--- src/core/wrlat_defs.svh ---
// Offsets, field positions and reset values for the write-latency timing register
`ifndef WRLAT_DEFS_SVH
`define WRLAT_DEFS_SVH
`define WLT_OFFSET 8'h84
`define WLT_PATH_HI 27
`define WLT_PATH_LO 24
`define WLT_WRLAT_HI 19
`define WLT_WRLAT_LO 16
`define WLT_RDLAT_HI 11
`define WLT_RDLAT_LO 8
`define WLT_CLKEN_HI 3
`define WLT_CLKEN_LO 0
`define WLT_FIELD_RESET 4'h0
`define WLT_LAT_OFFSET 6'h03
`define WLT_READ_MASK 32'h0f0f_0f0f
`define WLT_WRITE_MASK 32'h0f00_0f0f
`define WLT_UNMAPPED_DATA 32'h0000_0000
`endif

--- src/core/wrlat_pkg.sv ---
// Types shared by the write-latency timing block
package wrlat_pkg;
  typedef logic [3:0] field_t;
  typedef enum logic [1:0] {
    CLK_ON = 2'b00,
    CLK_OFF = 2'b01,
    CLK_WAKE = 2'b10
  } clk_state_e;
endpackage

--- src/core/clk_wake_timer.sv ---
// Counts the wake-up time the PHY is given after clock-disable deasserts
`timescale 1ns/1ps
module clk_wake_timer (
  // Clock and reset
  input wire logic core_clk,
  input wire logic rst_n,
  // Control
  input wire logic start,
  input wire logic [3:0] cycles,
  output logic done
);
  logic [3:0] count_r;
  logic busy_r;
  // Load on start, count down, report the final cycle
  assign done = busy_r && (count_r == 4'h0);
  always_ff @(posedge core_clk) begin
    if (!rst_n) begin
      count_r <= 4'h0;
      busy_r <= 1'b0;
    end else if (start) begin
      count_r <= cycles;
      busy_r <= 1'b1;
    end else if (busy_r) begin
      if (count_r == 4'h0) begin
        busy_r <= 1'b0;
      end else begin
        count_r <= count_r - 4'h1;
      end
    end
  end
endmodule

--- src/core/dfi_write_latency_timing_regs.sv ---
// Write-latency timing register with its DFI write-enable and clock-wake timing
`timescale 1ns/1ps
`include "wrlat_defs.svh"
module dfi_write_latency_timing_regs (
  // Clock and reset
  input wire logic core_clk,
  input wire logic rst_n,
  // Avalon-MM slave
  input wire logic [7:0] avs_address,
  input wire logic avs_read,
  input wire logic avs_write,
  input wire logic [31:0] avs_writedata,
  input wire logic [3:0] avs_byteenable,
  output logic [31:0] avs_readdata,
  output logic avs_waitrequest,
  // Settings from neighbouring controller registers
  input wire logic [3:0] wrlat_adj,
  input wire logic reg_dimm_enable,
  // Controller command side
  input wire logic ctl_write_cmd,
  input wire logic ctl_clk_disable,
  // DFI side
  output logic dfi_wrdata_en,
  output logic dfi_dram_clk_disable,
  output logic [3:0] phy_rdlat,
  output logic clk_enable_ready
);
  // ==========================================================
  // Register state
  wrlat_pkg::field_t path_adj_r;
  wrlat_pkg::field_t rdlat_r;
  wrlat_pkg::field_t clken_r;
  wrlat_pkg::field_t wrlat_r;
  wrlat_pkg::field_t wrlat_nxt;
  wrlat_pkg::clk_state_e clk_state_r;
  wrlat_pkg::clk_state_e clk_state_nxt;
  logic ack_r;
  logic [31:0] rd_word;
  logic [31:0] wr_mask;
  logic [31:0] cur_word;
  logic [31:0] new_word;
  logic hit;
  logic wr_take;
  logic rd_take;
  logic wren_delayed;
  logic wake_start;
  logic wake_done;

  // Byte-enable expansion, used for the write merge
  function automatic logic [31:0] lane_mask(input logic [3:0] be);
    lane_mask = {{8{be[3]}}, {8{be[2]}}, {8{be[1]}}, {8{be[0]}}};
  endfunction

  // Sum widened so an unsupported small sum cannot wrap to a large latency
  function automatic logic [3:0] eff_latency(input logic [3:0] p, input logic [3:0] a, input logic d);
    logic [5:0] s;
    s = {2'b00, p} + {2'b00, a} + {5'b00000, d};
    eff_latency = (s < `WLT_LAT_OFFSET) ? 4'h0 : 4'((s - `WLT_LAT_OFFSET));
  endfunction

  // ==========================================================
  // Bus decode: one wait cycle, then the answer
  assign hit = (avs_address == `WLT_OFFSET);
  // A write lands only at the edge where waitrequest is seen low, never a cycle early
  assign wr_take = avs_write && ack_r;
  assign rd_take = avs_read && !ack_r;
  assign cur_word = {4'h0, path_adj_r, 4'h0, wrlat_r, 4'h0, rdlat_r, 4'h0, clken_r};
  assign rd_word = hit ? (cur_word & `WLT_READ_MASK) : `WLT_UNMAPPED_DATA;
  assign wr_mask = lane_mask(avs_byteenable) & `WLT_WRITE_MASK;
  assign new_word = (cur_word & ~wr_mask) | (avs_writedata & wr_mask);

  assign wrlat_nxt = eff_latency(path_adj_r, wrlat_adj, reg_dimm_enable);

  // Handshake and register writes
  always_ff @(posedge core_clk) begin
    if (!rst_n) begin
      ack_r <= 1'b0;
      avs_readdata <= `WLT_UNMAPPED_DATA;
      path_adj_r <= `WLT_FIELD_RESET;
      rdlat_r <= `WLT_FIELD_RESET;
      clken_r <= `WLT_FIELD_RESET;
    end else begin
      ack_r <= (avs_read || avs_write) && !ack_r;
      if (rd_take) begin
        avs_readdata <= rd_word;
      end
      if (wr_take && hit) begin
        path_adj_r <= new_word[`WLT_PATH_HI:`WLT_PATH_LO];
        rdlat_r <= new_word[`WLT_RDLAT_HI:`WLT_RDLAT_LO];
        clken_r <= new_word[`WLT_CLKEN_HI:`WLT_CLKEN_LO];
      end
    end
  end

  // Waitrequest drops for exactly the answer cycle
  always_ff @(posedge core_clk) begin
    if (!rst_n) begin
      avs_waitrequest <= 1'b1;
    end else begin
      avs_waitrequest <= !((avs_read || avs_write) && !ack_r);
    end
  end

  // ==========================================================
  // Latency register; resets to zero
  always_ff @(posedge core_clk) begin
    if (!rst_n) begin
      wrlat_r <= `WLT_FIELD_RESET;
    end else begin
      wrlat_r <= wrlat_nxt;
    end
  end

  wrlat_delay_line #(
    .DEPTH(16)
  ) u_wren (
    .core_clk(core_clk),
    .rst_n(rst_n),
    .latency(wrlat_r),
    .strobe_in(ctl_write_cmd),
    .strobe_out(wren_delayed)
  );

  // DFI enable and read latency both pass through one register stage
  always_ff @(posedge core_clk) begin
    if (!rst_n) begin
      dfi_wrdata_en <= 1'b0;
      phy_rdlat <= `WLT_FIELD_RESET;
    end else begin
      dfi_wrdata_en <= wren_delayed;
      phy_rdlat <= rdlat_r;
    end
  end

  // ==========================================================
  // Clock-disable sequencing
  assign wake_start = (clk_state_r == wrlat_pkg::CLK_OFF) && !ctl_clk_disable;
  always_comb begin
    clk_state_nxt = clk_state_r;
    unique case (clk_state_r)
      wrlat_pkg::CLK_ON: begin
        if (ctl_clk_disable) begin
          clk_state_nxt = wrlat_pkg::CLK_OFF;
        end
      end
      wrlat_pkg::CLK_OFF: begin
        if (!ctl_clk_disable) begin
          clk_state_nxt = wrlat_pkg::CLK_WAKE;
        end
      end
      wrlat_pkg::CLK_WAKE: begin
        if (wake_done) begin
          clk_state_nxt = wrlat_pkg::CLK_ON;
        end
      end
      default: begin
        clk_state_nxt = wrlat_pkg::CLK_ON;
      end
    endcase
  end

  clk_wake_timer u_wake (
    .core_clk(core_clk),
    .rst_n(rst_n),
    .start(wake_start),
    .cycles(clken_r),
    .done(wake_done)
  );

  // State and DFI clock-disable output
  always_ff @(posedge core_clk) begin
    if (!rst_n) begin
      clk_state_r <= wrlat_pkg::CLK_ON;
      dfi_dram_clk_disable <= 1'b0;
      clk_enable_ready <= 1'b1;
    end else begin
      clk_state_r <= clk_state_nxt;
      dfi_dram_clk_disable <= ctl_clk_disable;
      clk_enable_ready <= (clk_state_nxt == wrlat_pkg::CLK_ON);
    end
  end
endmodule

--- src/core/wrlat_delay_line.sv ---
// Shift line that places write-data-enable a programmable number of cycles after a write command
`timescale 1ns/1ps
module wrlat_delay_line #(
  parameter int DEPTH = 16
) (
  // Clock and reset
  input wire logic core_clk,
  input wire logic rst_n,
  // Control
  input wire logic [3:0] latency,
  input wire logic strobe_in,
  output logic strobe_out
);
  logic [DEPTH-1:0] pipe_r;
  logic [DEPTH-1:0] pipe_nxt;
  // Latency 0 means the enable comes with the command itself
  assign strobe_out = (latency == 4'h0) ? strobe_in : pipe_r[latency - 4'h1];
  assign pipe_nxt = {pipe_r[DEPTH-2:0], strobe_in};
  // Shift each cycle
  always_ff @(posedge core_clk) begin
    if (!rst_n) begin
      pipe_r <= '0;
    end else begin
      pipe_r <= pipe_nxt;
    end
  end
endmodule

--- config.mk ---
export PLATFORM = sky130hd
export DESIGN_NAME = dfi_write_latency_timing_regs
export DESIGN_NICKNAME = d
export VERILOG_FILES = /design/src/core/wrlat_pkg.sv /design/src/core/clk_wake_timer.sv /design/src/core/dfi_write_latency_timing_regs.sv /design/src/core/wrlat_delay_line.sv
export VERILOG_INCLUDE_DIRS = /design/src /design/src/core
export SDC_FILE = /design/constraint.sdc
export NUM_CORES = 1
export LEC_CHECK = 0
export BUFFER_PORTS_ARGS = -buffer_cell sky130_fd_sc_hd__buf_2
export CAP_MARGIN = 10
export CORE_ASPECT_RATIO = 0.9
export CORE_MARGIN = 4
export CORE_UTILIZATION = 53
export DETAILED_ROUTE_END_ITERATION = 12
export PLACE_DENSITY = 0.92
export SLEW_MARGIN = 20
export SYNTH_ARGS = -nofsm -noshare
export SYNTH_HDL_FRONTEND = slang
export SYNTH_SLANG_ARGS = --single-unit
--- constraint.sdc ---
create_clock -name core_clk -period 3.8 [get_ports core_clk]
set_input_delay 0 -clock core_clk [delete_from_list [all_inputs] [get_ports core_clk]]
set_output_delay 0 -clock core_clk [all_outputs]
set_load 0.03 [all_outputs]
---- Word level (Yosys, flattened, before mapping) ----
Index checks and enable logic that the tools add are counted.
W data, S select, Z words.
cells by class
  add/subtract/negate cells ............... 5
  order comparisons ....................... 2
  eq/ne operators ......................... 4
  mux-type cells .......................... 14
  bitwise gates (word level) .............. 5
  reductions and logical operators ........ 17
operators with widths
  kind                   number
  $and A28 B28 Y28       2
  $mux W28               1
  $not A28 Y28           1
  $or A28 B28 Y28        1
  $mux W4                3
  $eq A8 B8 Y1 const B   1
  $logic_not A4 Y1       2
  $sub A4 B1 Y4 const B  2
  $add A5 B1 Y6          1
  $logic_and A1 B1 Y1    6
  $lt A6 B2 Y1 const B   1
  $mux W2                3
  $pmux W2 S3            1
  $add A4 B4 Y5          1
  $lt A4 B5 Y1 const B   1
  $mux W1                5
  $bmux W1 S4            1
  $logic_not A2 Y1       2
  $sub A4 B2 Y4 const B  1
  $logic_not A1 Y1       3
  $eq A2 B1 Y1 const B   1
  $eq A2 B2 Y1 const B   1
  $ne A2 B1 Y1 const B   1
  $reduce_and A2 Y1      1
  other kinds (4)        4
word-level totals
  bits in registers ....................... 80
  input bits .............................. 55

---- Longest topological paths before layout ----
Gate-level depths: netlist (run 1).
  depth in word-level cells ............... 5
  mapped depth ............................ 7
  mapped depth without buffers ............ 7

---- By module ----
Synthesis (run 1) repeated with hierarchy kept, for this count alone.
unflattened totals
  cells, all modules ...................... 297
  area total of the unflattened synthesis .. 2,849.0 µm²
by module, submodules not included
  module                         times used  cells an instance  area an instance (µm²)
  dfi_write_latency_timing_regs  1           205                1,895.6
  wrlat_delay_line               1           57                 665.6
  clk_wake_timer                 1           35                 287.8

---- Worst setup path before layout (run 1) ----
Ideal clock, no wire load.
  kind .................................... register to register
  start ................................... register (tool-made name)
  end ..................................... register wrlat_r[0]
  setup time .............................. 0.135 ns
  arrival ................................. 1.709 ns
  data required time ...................... 3.665 ns
  slack ................................... 1.955 ns
  stages on the path, launching flop included .. 8
  buffers on the path ..................... 0
  clock period less this slack ............ 1.845 ns
  cells stage by stage .................... dfxtp_1 > fa_1 > inv_1 > fa_1 > inv_1 > ha_1 > nor3_1 > a211oi_1
RTL lines
  item                  RTL line                              source
  end signal, assigned  dfi_write_latency_timing_regs.sv:108  wrlat_r <= `WLT_FIELD_RESET;
  end signal, assigned  dfi_write_latency_timing_regs.sv:110  wrlat_r <= wrlat_nxt;
  end, declared         dfi_write_latency_timing_regs.sv:33   wrlat_pkg::field_t wrlat_r;

==> results.md, run 1 <==
- Counting flops with a built-in enable in the synthesized netlist gives 0.
- After clock tree synthesis, the clock-pin slew on the worst setup and hold paths is 0.07 ns.
- The path category of the worst min-delay check is in -> reg.
- The total count of max-transition violations in the final report was 0.
- The floorplan step set the die width to 83.1 um.
- The gate count after technology mapping is 260.
- Setup repair after global routing left no endpoint under its margin.
- The layout has 345 filler cells.
- The worst path in the final design needs a cycle of 2.10 ns, including I/O delays and setup.
- Summed over all failing endpoints, the final setup total negative slack is 0 ns.
- The half-perimeter wire length of the detailed placement result is 3.88 mm.
- The data required time at the worst endpoint is 4.00 ns.
- The library cell with the highest instance count after synthesis is sky130_fd_sc_hd__dfxtp_1.
- By startpoint and endpoint, the worst setup path is classified as reg -> reg.
- The post-layout total power is 1.43 mW.
- The count of synthesis-stage warnings from yosys is 0.
- The run finished with clean final reports.
- The diode insertion count for antenna repair is 0.
- The quantity of I/O buffers inserted on ports is 57.
- For this run, the detailed router's first-pass iteration total came to 4.
- For this block, the via count after detailed routing is 2107.
- The ratio of routed vias to standard cells is 5.23.
- The die is 75.6 um tall.
- The startpoint class of the critical path is a flip-flop.
- Setup violations remaining at the end of the flow were counted as 0.
- The peak ir drop on the vdd network is 0.247 mV.
- The row count is 24.
- Max-cap violations in this run came to 0.
- The hold violation count in the final report came to 0.
- The power density of the placed cells is 431 nW/um^2.
- The pin count of the biggest net entering global routing is 33.
- Setup slack on the critical path of the routed design comes to 1.70 ns.
- The terminus of the critical flop-to-flop path is wrlat_r[3]$_SDFF_PP0_.
- The TritonCTS clock tree is built.
- The number of cells on the worst reg-to-reg path is 7.
- The H-tree depth reported by CTS is 3.
- The first global-routing pass estimated 9.51 mm of wire.
- In this run the mean area of a mapped cell was 10.4 um^2.
- The core area is 4890 um^2.
- At the end of the flow, the number of nets in the layout was 398.
- The count of nets left with antenna violations after detail routing is 0.
- For this run, design rule violations remaining after detail routing come to 0.
- For flop-to-flop paths, the worst setup slack is 1.70 ns.
- At the worst endpoint, the arrival time is 2.30 ns.
- Measured against its own limit, the worst slew margin works out to 0.471.
- The effective utilization at floorplan is 0.550.
- The top fanout value on the critical path is 4.
- The first routing iteration left 131 violations.
- In the synthesized netlist the dominant register cell turns out to be sky130_fd_sc_hd__dfxtp_1.
- In this run the clock root is driven by a sky130_fd_sc_hd__clkbuf_8.
- After global routing the overflow that remains totals 0.
- Counting flops with an async set or reset pin after synthesis yields a share of 0.
- The fraction of final layout cells with drive strength greater than 1 is 0.240.
- Dividing the final minimum period by the clock period gives 0.553.
- Wires add up to 6.01 mm.
- The number of gates resized after CTS was 0.
- The deepest clock path buffer count is 2.
- In this run the static leakage power is 1.59 nW.
- The worst min-delay path startpoint is reg_dimm_enable.
- The number of clock sinks is 64.
- Sorting the synthesized cells by area gives the leading types as sky130_fd_sc_hd__dfxtp_1 48%, sky130_fd_sc_hd__and2_1 5.3%, sky130_fd_sc_hd__nor2_1 5.0%.
- After synthesis, the netlist uses 41 different library cells.
- The area share of the largest cell type after synthesis is 0.476.
- The end point of the critical path is wrlat_r[3]$_SDFF_PP0_.
- The floorplan die area is 6290 um^2.
- The post-synthesis to final-layout area growth is 22.7%.
- Across every metal layer, demand over resource in global routing totals 0.197.
- The average detailed-routed wire length per instance is 14.9 um.
- The number of antenna violations at the first check in global routing came to 0.
- In the synthesized netlist, the cells that appear most often are 64 x sky130_fd_sc_hd__dfxtp_1, 36 x sky130_fd_sc_hd__nor2_1, 23 x sky130_fd_sc_hd__and2_1, 17 x sky130_fd_sc_hd__buf_4, 16 x sky130_fd_sc_hd__a22oi_1.
- After synthesis the cells add up to 2690 um^2.
- For this run, the register share of the synthesized area comes to 0.476.
- OpenSTA, run right after detailed placement, puts the worst setup slack at 1.73 ns.
- Clock tree synthesis inserted a total of 9 buffers.
- The congestion estimate from routability-driven global placement came to 0.819.
- The pin slew with the least headroom to its limit is 0.793 ns.
- At the later pin of the worst-skew pair, clock insertion delay measures 0.34 ns.
- After synthesis the netlist holds a flip-flop and latch count of 64.
- At the end of the flow the core is filled with cells to 0.675.
- Pin placement for this block handled 95 I/O pins.
- The endpoint type of the worst setup path is a flip-flop.
- The number of global-route vias before repair is 2064.
- Timing would allow up to 476 MHz.
- The clock arrives with 0.00897 ns of skew.
- sky130_fd_sc_hd__dfxtp_1 takes more of the synthesized area than any other cell.
-- timing repair --
action,4_1_cts,5_1_grt
setup buffers,0,0
hold buffers,16,0
endpoints found under the hold margin,15,0
endpoints found under the setup margin,0,0
-- worst max-delay path, cell delays in order (launching register included) --
cell and delay (ns):
sky130_fd_sc_hd__dfxtp_1 0.39, sky130_fd_sc_hd__fa_1 0.22, sky130_fd_sc_hd__inv_1 0.06, sky130_fd_sc_hd__fa_1 0.49, sky130_fd_sc_hd__inv_1 0.04, sky130_fd_sc_hd__ha_1 0.19, sky130_fd_sc_hd__nor3_1 0.43, sky130_fd_sc_hd__a211oi_1 0.14
-- through the flow --
stage / cells / instance area (um^2) / hold WS (ns)
floorplan: 275 / 2750 / 0.136
detailed placement: 371 / 2950 / 0.237
finish: 403 / 3300 / 0.0792
CTS: 403 / 3300 / 0.0754
global route: 403 / 3300 / 0.0966
global placement: 371 / 2950 / 0.230
-- worst min-delay path by stage --
stage,endpoint,cells past startpoint
after floorplan,dfi_dram_clk_disable$_SDFF_PN0_,1
final,wrlat_r[0]$_SDFF_PP0_,3
after global routing,u_wren.pipe_r[9]$_SDFF_PN0_,2
after detailed placement,flip-flop,3
after global placement,flip-flop,3
after CTS,wrlat_r[0]$_SDFF_PP0_,3
-- power breakdown --
| part | switching, mW | total [mW] | internal (mW) |
|---|---|---|---|
| clock | 0.253 | 0.570 | 0.317 |
| combinational | 0.0918 | 0.156 | 0.0642 |
| sequential | 0.0141 | 0.700 | 0.686 |
| total | 0.359 | 1.43 | 1.07 |
-- layout by cell type, fill, tap and decap left out, types with 2 or more instances in the layout --
cell type                       synthesis  layout
sky130_fd_sc_hd__nand4_1                3       3
sky130_fd_sc_hd__mux4_1                 4       4
sky130_fd_sc_hd__inv_1                 13      13
sky130_fd_sc_hd__nor4b_2                2       2
sky130_fd_sc_hd__ha_1                   8       8
sky130_fd_sc_hd__a22oi_1               16      16
sky130_fd_sc_hd__o21ai_0                2       2
sky130_fd_sc_hd__buf_2                  2      57
sky130_fd_sc_hd__or4b_1                 2       2
sky130_fd_sc_hd__and2_1                23      23
sky130_fd_sc_hd__dlygate4sd3_1          0      16
sky130_fd_sc_hd__nor2_1                36      36
sky130_fd_sc_hd__a211oi_1               7       7
sky130_fd_sc_hd__conb_1                 1      16
sky130_fd_sc_hd__xnor2_1                2       2
sky130_fd_sc_hd__nor3_1                 2       2
sky130_fd_sc_hd__clkinv_2               0       4
sky130_fd_sc_hd__nand2_1                3       3
sky130_fd_sc_hd__mux2i_1               13      13
sky130_fd_sc_hd__dfxtp_1               64      64
sky130_fd_sc_hd__clkbuf_8               0      10
sky130_fd_sc_hd__a21oi_1                7       7
sky130_fd_sc_hd__fa_1                   2       2
sky130_fd_sc_hd__xor2_1                 4       4
sky130_fd_sc_hd__nor2b_1                2       2
sky130_fd_sc_hd__nand3_1                2       2
-- routing by layer --
| metal | part of all wire | vias up | global-route usage |
|---|---|---|---|
| met3 | 0.072 | 15 | 0.0746 |
| met5 | 0 | - | 0 |
| met2 | 0.51 | 86 | 0.344 |
| li1 | - | 1010 | - |
| met1 | 0.39 | 996 | 0.215 |
| met4 | 0.024 | 0 | 0.0980 |
-- layout make-up --
class                   instances  area (um^2)  share of cell area
inverters                      13         48.8              0.0148
well taps                      65         81.3              0.0246
clock buffers                  10          138              0.0417
repair buffers                 74          453               0.137
flip-flops and latches         64         1280               0.388
multi-input cells             171         1240               0.376
clock inverters                 6         58.8              0.0178
-- logic make-up after synthesis --
| logic type | Yosys count | share of synthesized area |
|---|---|---|
| adders and majority gates | 10 | 0.0520 |
| DFF | 64 | 0.476 |
| muxes | 18 | 0.0915 |
| xor gates and xnor gates | 7 | 0.0279 |
| AOI/OAI and AO/OA | 39 | 0.105 |
| and+or+nand+nor | 81 | 0.163 |
| other | 1 | 0.00139 |
| buffers and inverters | 40 | 0.0832 |
No activity file was read; power rests on OpenSTA's default activity.
==> inputs of run 2 (changes only) <==
Settings changed: ABC_AREA from default to 1, CORE_UTILIZATION 53 to 46, PLACE_DENSITY 0.92 to 0.84.
Clock period 3.8 ns to 1.71 ns, I/O delays scaled along.
==> results.md, run 2 <==
- The core region is 6250 um^2.
- The first-iteration detailed-routing DRC count is 114.
- The diode insertion count for antenna repair is 0.
- The routability-driven placement congestion ratio is 0.856.
- Counting along the longest clock path gives a buffer depth of 2.
- The number of enable-type register cells in the synthesized netlist is 0.
- The worst setup path category is reg -> reg.
- TritonCTS created 9 clock buffers.
- Setup repair after global routing could not meet its margin everywhere.
- In this run the number of H-tree levels came out at 3.
- The internal portion of total power is 2.74 mW.
- Averaged over all synthesized cells, the footprint is 7.60 um^2.
- 95 I/O pins were placed.
- The die covers 7940 um^2.
- At the later pin of the worst-skew pair, clock insertion delay measures 0.35 ns.
- Including well taps, the total number of placed cells is 541.
- The data required time at the worst endpoint is 1.95 ns.
- The count of cells in the finished layout, fillers not included, comes to 577.
- Clock-pin slew was measured on the worst setup and hold paths at 0.07 ns.
- The commonest cells after synthesis are 86 x sky130_fd_sc_hd__nand2_1, 64 x sky130_fd_sc_hd__dfxtp_1, 64 x sky130_fd_sc_hd__inv_1, 41 x sky130_fd_sc_hd__nor2_1, 26 x sky130_fd_sc_hd__nand3_1.
- The library cell with the highest instance count after synthesis is sky130_fd_sc_hd__nand2_1.
- The final worst clock skew is 0.00823 ns.
- The share of async-settable or async-resettable flops after synthesis is 0.
- The count of buffers added on input and output ports is 57.
- The number of remaining DRC errors is 0.
- For this block, the routed nets add up to 6.71 mm of wire.
- The cell with the largest stage delay on the worst path is sky130_fd_sc_hd__fa_1.
- The accumulated negative setup slack is -0.557 ns.
- The path category of the worst min-delay check is in -> reg.
- The run finished, with violations left.
- Synthesis handed over a netlist of 398 instances.
- Of the total power, registers draw 0.422.
- The count of nets left with antenna violations once routing finished came out at 0.
- The analysis attributes to net switching a power of 1.01 mW.
- The fraction of final layout cells with drive strength greater than 1 is 0.263.
- The total count of max-transition violations in the final report is 0.
- The post-layout minimum cycle time is 1.85 ns.
- Dividing total power by cell area gives a power density of 973 nW/um^2.
- The average detailed-routed wire length per instance is 11.6 um.
- The worst min-delay path startpoint is avs_byteenable[0].
- The post-route fraction of the period consumed by the critical path is 1.08.
- Once detailed placement completed, the half-perimeter wirelength came to 4.56 mm.
- Timing would allow up to 540 MHz.
- Along the worst path, the maximum fanout reaches 4.
- From bottom edge to top edge, the die measures 84.9 um.
- The first global-routing pass estimated 11.4 mm of wire.
- The clock drives 64 sinks.
- The top cell types in the final layout, fill and taps aside, are 84 x sky130_fd_sc_hd__nand2_1, 63 x sky130_fd_sc_hd__dfxtp_1, 61 x sky130_fd_sc_hd__inv_1.
- The worst path arrival time is 2.09 ns.
- The peak ir drop on the vdd network is 0.457 mV.
- The endpoint type of the worst setup path is a flip-flop.
- The overall global routing resource usage is 0.181.
- The cell with the most instances on the worst path is sky130_fd_sc_hd__inv_2.
- Entering global routing, the biggest net connects 23 pins.
- Together, buffers and inverters on the worst path number 3.
- The biggest area consumer among synthesized cells is sky130_fd_sc_hd__dfxtp_1.
- Of the total power, the share spent switching nets is 0.270.
- The cell area that synthesis handed to floorplanning was 3030 um^2.
- Dividing the detail-routed via count by the number of cells gives 4.66.
- The part of the Yosys area used for sequential elements is 0.423.
- The number of antenna violations at the first check in global routing is 0.
- Yosys attributes the largest share of cell area to sky130_fd_sc_hd__dfxtp_1 42%, sky130_fd_sc_hd__nand2_1 11%, sky130_fd_sc_hd__inv_1 7.9%.
- Once routing completed, OpenROAD measured the worst setup slack at -0.142 ns.
- The static leakage is 2.00 nW.
- The initial utilization of the core area, before any placement, comes to 0.484.
- The relative contribution of combinational cells to total power is 0.159.
- The initialized floorplan defines 27 standard-cell rows.
- TritonCTS built the clock tree.
- The tool flagged a number of max-cap violations equal to 0.
- The number of different library cells in the post-synthesis netlist is 28.
- After the last flow step, the layout net total stands at 550.
- The total of flip-flops plus latches after synthesis is 64.
- The share of synthesized area in the top cell type comes to 0.423.
- Setup violations remaining at the end of the flow were counted as 4.
- The final reports fail on negative setup slack.
- The total overflow left after global routing is 0.
- The clock power share is 0.419.
- The post-synthesis to final-layout area growth is 27.5%.
- The CTS root buffer is sky130_fd_sc_hd__clkbuf_8.
- The hold violation count in the final report came to 0.
- The number of global-route vias before repair is 2627.
- Yosys printed 0 warnings.
- The utilization after layout is 0.617.
- In the synthesized netlist the dominant register cell turns out to be sky130_fd_sc_hd__dfxtp_1.
- The most common library cell in the layout ignoring fill and taps is sky130_fd_sc_hd__nand2_1.
- In this design, the largest share of critical-path delay is due to adder cells.
- The design draws 3.75 mW.
- For this run, the detailed router's first-pass iteration total came to 4.
- Across all layers, the routed design uses 2687 vias.
- The die width is 93.5 um.
- Walking the worst path, the cells encountered are fa_2 -> inv_2 -> fa_1 -> inv_2 -> ha_4 -> inv_2 -> nand2_2 -> nor3_2 -> nand3_1 -> nand2_2 -> nor2_1.
- On the worst path, the slowest cell contributes a delay of 0.49 ns.
- STA classifies the critical path startpoint as a flip-flop.
run 2: changes by cell type in the layout (fill, tap and decap cells not counted), moves of 13 or more:
cell	previous run	this run
sky130_fd_sc_hd__a22oi_1	16	0
sky130_fd_sc_hd__and2_1	23	0
sky130_fd_sc_hd__buf_4	1	14
sky130_fd_sc_hd__inv_1	13	61
sky130_fd_sc_hd__mux2i_1	13	0
sky130_fd_sc_hd__nand2_1	3	84
sky130_fd_sc_hd__nand3_1	2	26
sky130_fd_sc_hd__o21ai_0	2	17
run 2: worst register-to-register path, cell delays in order, from the launching register on:
cell	delay (ns)
sky130_fd_sc_hd__dfxtp_2	0.33
sky130_fd_sc_hd__fa_2	0.20
sky130_fd_sc_hd__inv_2	0.04
sky130_fd_sc_hd__fa_1	0.49
sky130_fd_sc_hd__inv_2	0.05
sky130_fd_sc_hd__ha_4	0.15
sky130_fd_sc_hd__inv_2	0.05
sky130_fd_sc_hd__nand2_2	0.06
sky130_fd_sc_hd__nor3_2	0.14
sky130_fd_sc_hd__nand3_1	0.10
sky130_fd_sc_hd__nand2_2	0.09
sky130_fd_sc_hd__nor2_1	0.05
run 2: cells by family (layout without fill, tap and decap cells):
| logic type | count (synthesis) | in the layout | synth area share |
|---|---|---|---|
| AOI/OAI and AO/OA | 45 | 45 | 0.0885 |
| xor gates and xnor gates | 5 | 5 | 0.0145 |
| adders and majority gates | 10 | 10 | 0.0463 |
| buffers and inverters | 99 | 176 | 0.151 |
| DFF | 64 | 64 | 0.423 |
| other | 1 | 16 | 0.00124 |
| and+or+nand+nor | 174 | 174 | 0.275 |
run 2: per-stage QoR:
stage	setup WS (ns)	cell area, um^2	hold WS, ns
2_1_floorplan	-0.111	3090	0.0976
3_3_place_gp	-0.125	3400	0.199
3_5_place_dp	-0.188	3400	0.205
4_1_cts	-0.136	3860	0.0466
5_1_grt	-0.243	3860	0.0616
6_report	-0.142	3860	0.0602
run 2: what timing repair did:
item,CTS,global route
endpoints found under the hold margin,26,0
gates resized for setup,5,0
hold buffers,18,0
setup endpoints to repair,4,4
pin swaps,0,1
buffers inserted,2,0
run 2: metal layers:
layer  part of all wire  wire length, um  global-route usage  vias to the layer above
met1               0.43             2900               0.208                     1213
met5                  0                0                   0                        -
met2               0.48             3260               0.310                       91
li1                   -                -                   -                     1366
met3              0.060              401              0.0559                       17
met4              0.024              161              0.0799                        0
run 2: power by group through the flow:
| stage | clock network, mW | registers (mW) | logic [mW] |
|---|---|---|---|
| finish | 1.57 | 1.59 | 0.596 |
| detailed placement | 0 | 1.62 | 0.540 |
| floorplan | 0 | 1.69 | 0.346 |
| global route | 1.69 | 1.59 | 0.661 |
| global placement | 0 | 1.62 | 0.525 |
| CTS | 1.61 | 1.58 | 0.594 |
run 2: final timing paths:
kind / cells past startpoint / slack (ns) / end
worst min register to register: 2 / 0.44 / u_wren.pipe_r[9]$_SDFF_PN0_
worst max-delay path: 11 / -0.14 / wrlat_r[0]$_SDFF_PP0_
worst max register to register: 11 / -0.14 / wrlat_r[0]$_SDFF_PP0_
worst min-delay path: 4 / 0.06 / flip-flop
run 2: area by class of cell:
type,instances,area (um^2)
Multi-Input combinational cell,250,1370
Fill cell,538,2390
Clock inverter,7,120
Sequential cell,64,1280
Timing Repair Buffer,90,591
Inverter,70,263
Tap cell,87,109
Clock buffer,9,124
==> inputs of run 3 (changes only) <==
Clock period 1.71 ns to 1.6 ns, I/O delays scaled along.
==> results.md, run 3 (synthesis gave the netlist of run 2 again) <==
- Entering global routing, the biggest net connects 56 pins.
- IR analysis of the VDD net gives a maximum drop of 0.493 mV.
- The largest incremental delay on the critical path is 0.49 ns.
- The number of clock sinks is 64.
- After clock tree synthesis, the clock-pin slew on the worst setup and hold paths is 0.06 ns.
- The number of remaining DRC errors is 0.
- The deepest clock path buffer count is 2.
- The hold violation count in the final report is 0.
- At the end of the flow the core is filled with cells to 0.606.
- The ratio of routed vias to standard cells is 4.57.
- The power density of the placed cells is 929 nW/um^2.
- The run finished, with violations left.
- The routed design could run at a clock period as short as 1.90 ns.
- Once detail routing completed, the nets flagged for antenna violations numbered 0.
- The average detailed-routed wire length per instance is 11.0 um.
- The first global-routing pass estimated 10.7 mm of wire.
- The routability-driven placement congestion ratio is 0.887.
- The final reports fail on negative setup slack.
- The floorplan has 27 rows.
- The remaining global-route overflow is 0.
- STA puts the critical path data arrival time at 2.13 ns.
- The non-filler instance count after layout is 576.
- The slowest stage of the critical path is the sky130_fd_sc_hd__fa_1 cell.
- The achievable clock frequency is 527 MHz.
- The clock latency on the worst-skew pair is 0.34 ns.
- Measured along the x axis, the die boundary spans 93.5 um.
- The number of antenna diodes in the final layout is 0.
- The number of global-route vias before repair is 2478.
- The number of antenna violations at the first check in global routing was 0.
- The final worst clock skew is 0.00704 ns.
- The tool flagged a number of max-cap violations equal to 0.
- The number of vias in the routed layout is 2631.
- At the end of the flow, the number of nets in the layout was 549.
- In the layout the commonest cells are 84 x sky130_fd_sc_hd__nand2_1, 63 x sky130_fd_sc_hd__dfxtp_1, 61 x sky130_fd_sc_hd__inv_1.
- In the global route stage, overall resource usage came out at 0.168.
- The worst setup path is captured at a flip-flop.
- Setup violations remaining at the end of the flow were counted as 4.
- The wire-length estimate of the detail-placed layout is 4.51 mm.
- The min-delay analysis places its worst path in the category in -> reg.
- The number of top-level pins is 95.
- The startpoint class of the critical path is a flip-flop.
- The effective utilization at floorplan is 0.484.
- The H-tree depth reported by CTS is 3.
- The final critical-path setup slack is -0.298 ns.
- The data required time at the worst endpoint is 1.83 ns.
- In this run the most critical hold path is launched from avs_byteenable[3].
- The core area is 6250 um^2.
- The post-route fraction of the period consumed by the critical path is 1.19.
- In this run the clock root is driven by a sky130_fd_sc_hd__clkbuf_8.
- Across all hold checks on the routed design, the worst slack comes to 0.0699 ns.
- The fraction of final layout cells with drive strength greater than 1 is 0.266.
- The count of placed standard cells including taps is 541.
- From bottom edge to top edge, the die measures 84.9 um.
- TritonCTS created 9 clock buffers.
- The first-iteration detailed-routing DRC count is 133.
- Input and output buffers added on the ports amount to 57.
- The top fanout value on the critical path is 4.
- Setup repair after global routing could not meet its margin everywhere.
- Traced cell by cell, the critical path runs through fa_2 -> inv_2 -> fa_1 -> inv_2 -> ha_4 -> inv_2 -> nand2_2 -> nor3_2 -> nand3_1 -> nand2_2 -> nor2_1.
- The total count of max-transition violations in the final report is 0.
- The worst setup path category is reg -> reg.
- The die covers 7940 um^2.
- The routed wire length is 6.32 mm.
- The TritonCTS clock tree is built.
- Relative to the synthesized area, the layout overhead comes to 25.2%.
- The most numerous cell type found on the critical path is sky130_fd_sc_hd__inv_2.
- The most common library cell in the layout ignoring fill and taps is sky130_fd_sc_hd__nand2_1.
- The static leakage is 1.97 nW.
- The length of the first detailed-routing pass in iterations is 4.
==> run 3: changes by cell type in the layout (fill, tap and decap cells not counted), sizes merged <==
cell / change
clkinv: +1
bufinv: -3
dlygate4sd3: -2
clkinvlp: +1
buf: +1
clkbuf: +1
==> run 3: critical path: cells and delay by family, from the launching register on <==
family / cells / cell delay (ns)
fa+ha+maj: 3 / 0.85
simple gates: 5 / 0.45
flops: 1 / 0.34
buf+inv: 3 / 0.15
==> run 3: worst paths after layout <==
path / slack [ns] / cells past startpoint / endpoint
worst max-delay path: -0.30 / 11 / wrlat_r[2]$_SDFF_PP0_
worst min-delay path: 0.07 / 4 / flip-flop
worst max register to register: -0.30 / 11 / wrlat_r[2]$_SDFF_PP0_
worst min register to register: 0.42 / 1 / clk_state_r[0]$_SDFF_PN0_
==> run 3: area by class of cell <==
class                           count  area (um^2)
Clock buffer                       10          138
Clock inverter                      6         35.0
Fill cell                         571         2460
Inverter                           70          263
Multi-Input combinational cell    250         1370
Sequential cell                    64         1280
Tap cell                           87          109
Timing Repair Buffer               89          591
==> run 3: routing by layer <==
metal / GRT usage / part of all wire / wire length [um] / up-vias
li1: - / - / - / 1365
met1: 0.198 / 0.43 / 2740 / 1170
met2: 0.286 / 0.48 / 3040 / 80
met3: 0.0426 / 0.061 / 384 / 16
met4: 0.0772 / 0.023 / 147 / 0
met5: 0 / 0 / 0 / -
==> run 3: power breakdown <==
part	internal [mW]	total, mW	switching [mW]	leakage (nW)
clock network	0.591	1.19	0.600	0.0878
logic	0.237	0.632	0.395	1.36
registers	1.66	1.70	0.0364	0.523
==> run 3: per-stage QoR <==
stage / power (mW) / setup WS, ns / instance area (um^2) / setup TNS (ns)
finish: 3.52 / -0.298 / 3790 / -1.18
floorplan: 2.17 / -0.221 / 3090 / -0.879
global placement: 2.29 / -0.233 / 3410 / -0.925
CTS: 3.55 / -0.295 / 3780 / -1.14
global route: 3.71 / -0.361 / 3790 / -1.42
detailed placement: 2.31 / -0.366 / 3410 / -1.43
==> run 3: repair_timing <==
item                                    in CTS  in global routing
endpoints found under the setup margin       4                  4
pin swaps                                    1                  2
hold buffers                                16                  0
resized for setup                            5                  0
hold endpoints to repair                    17                  0
setup buffers                                2                  1
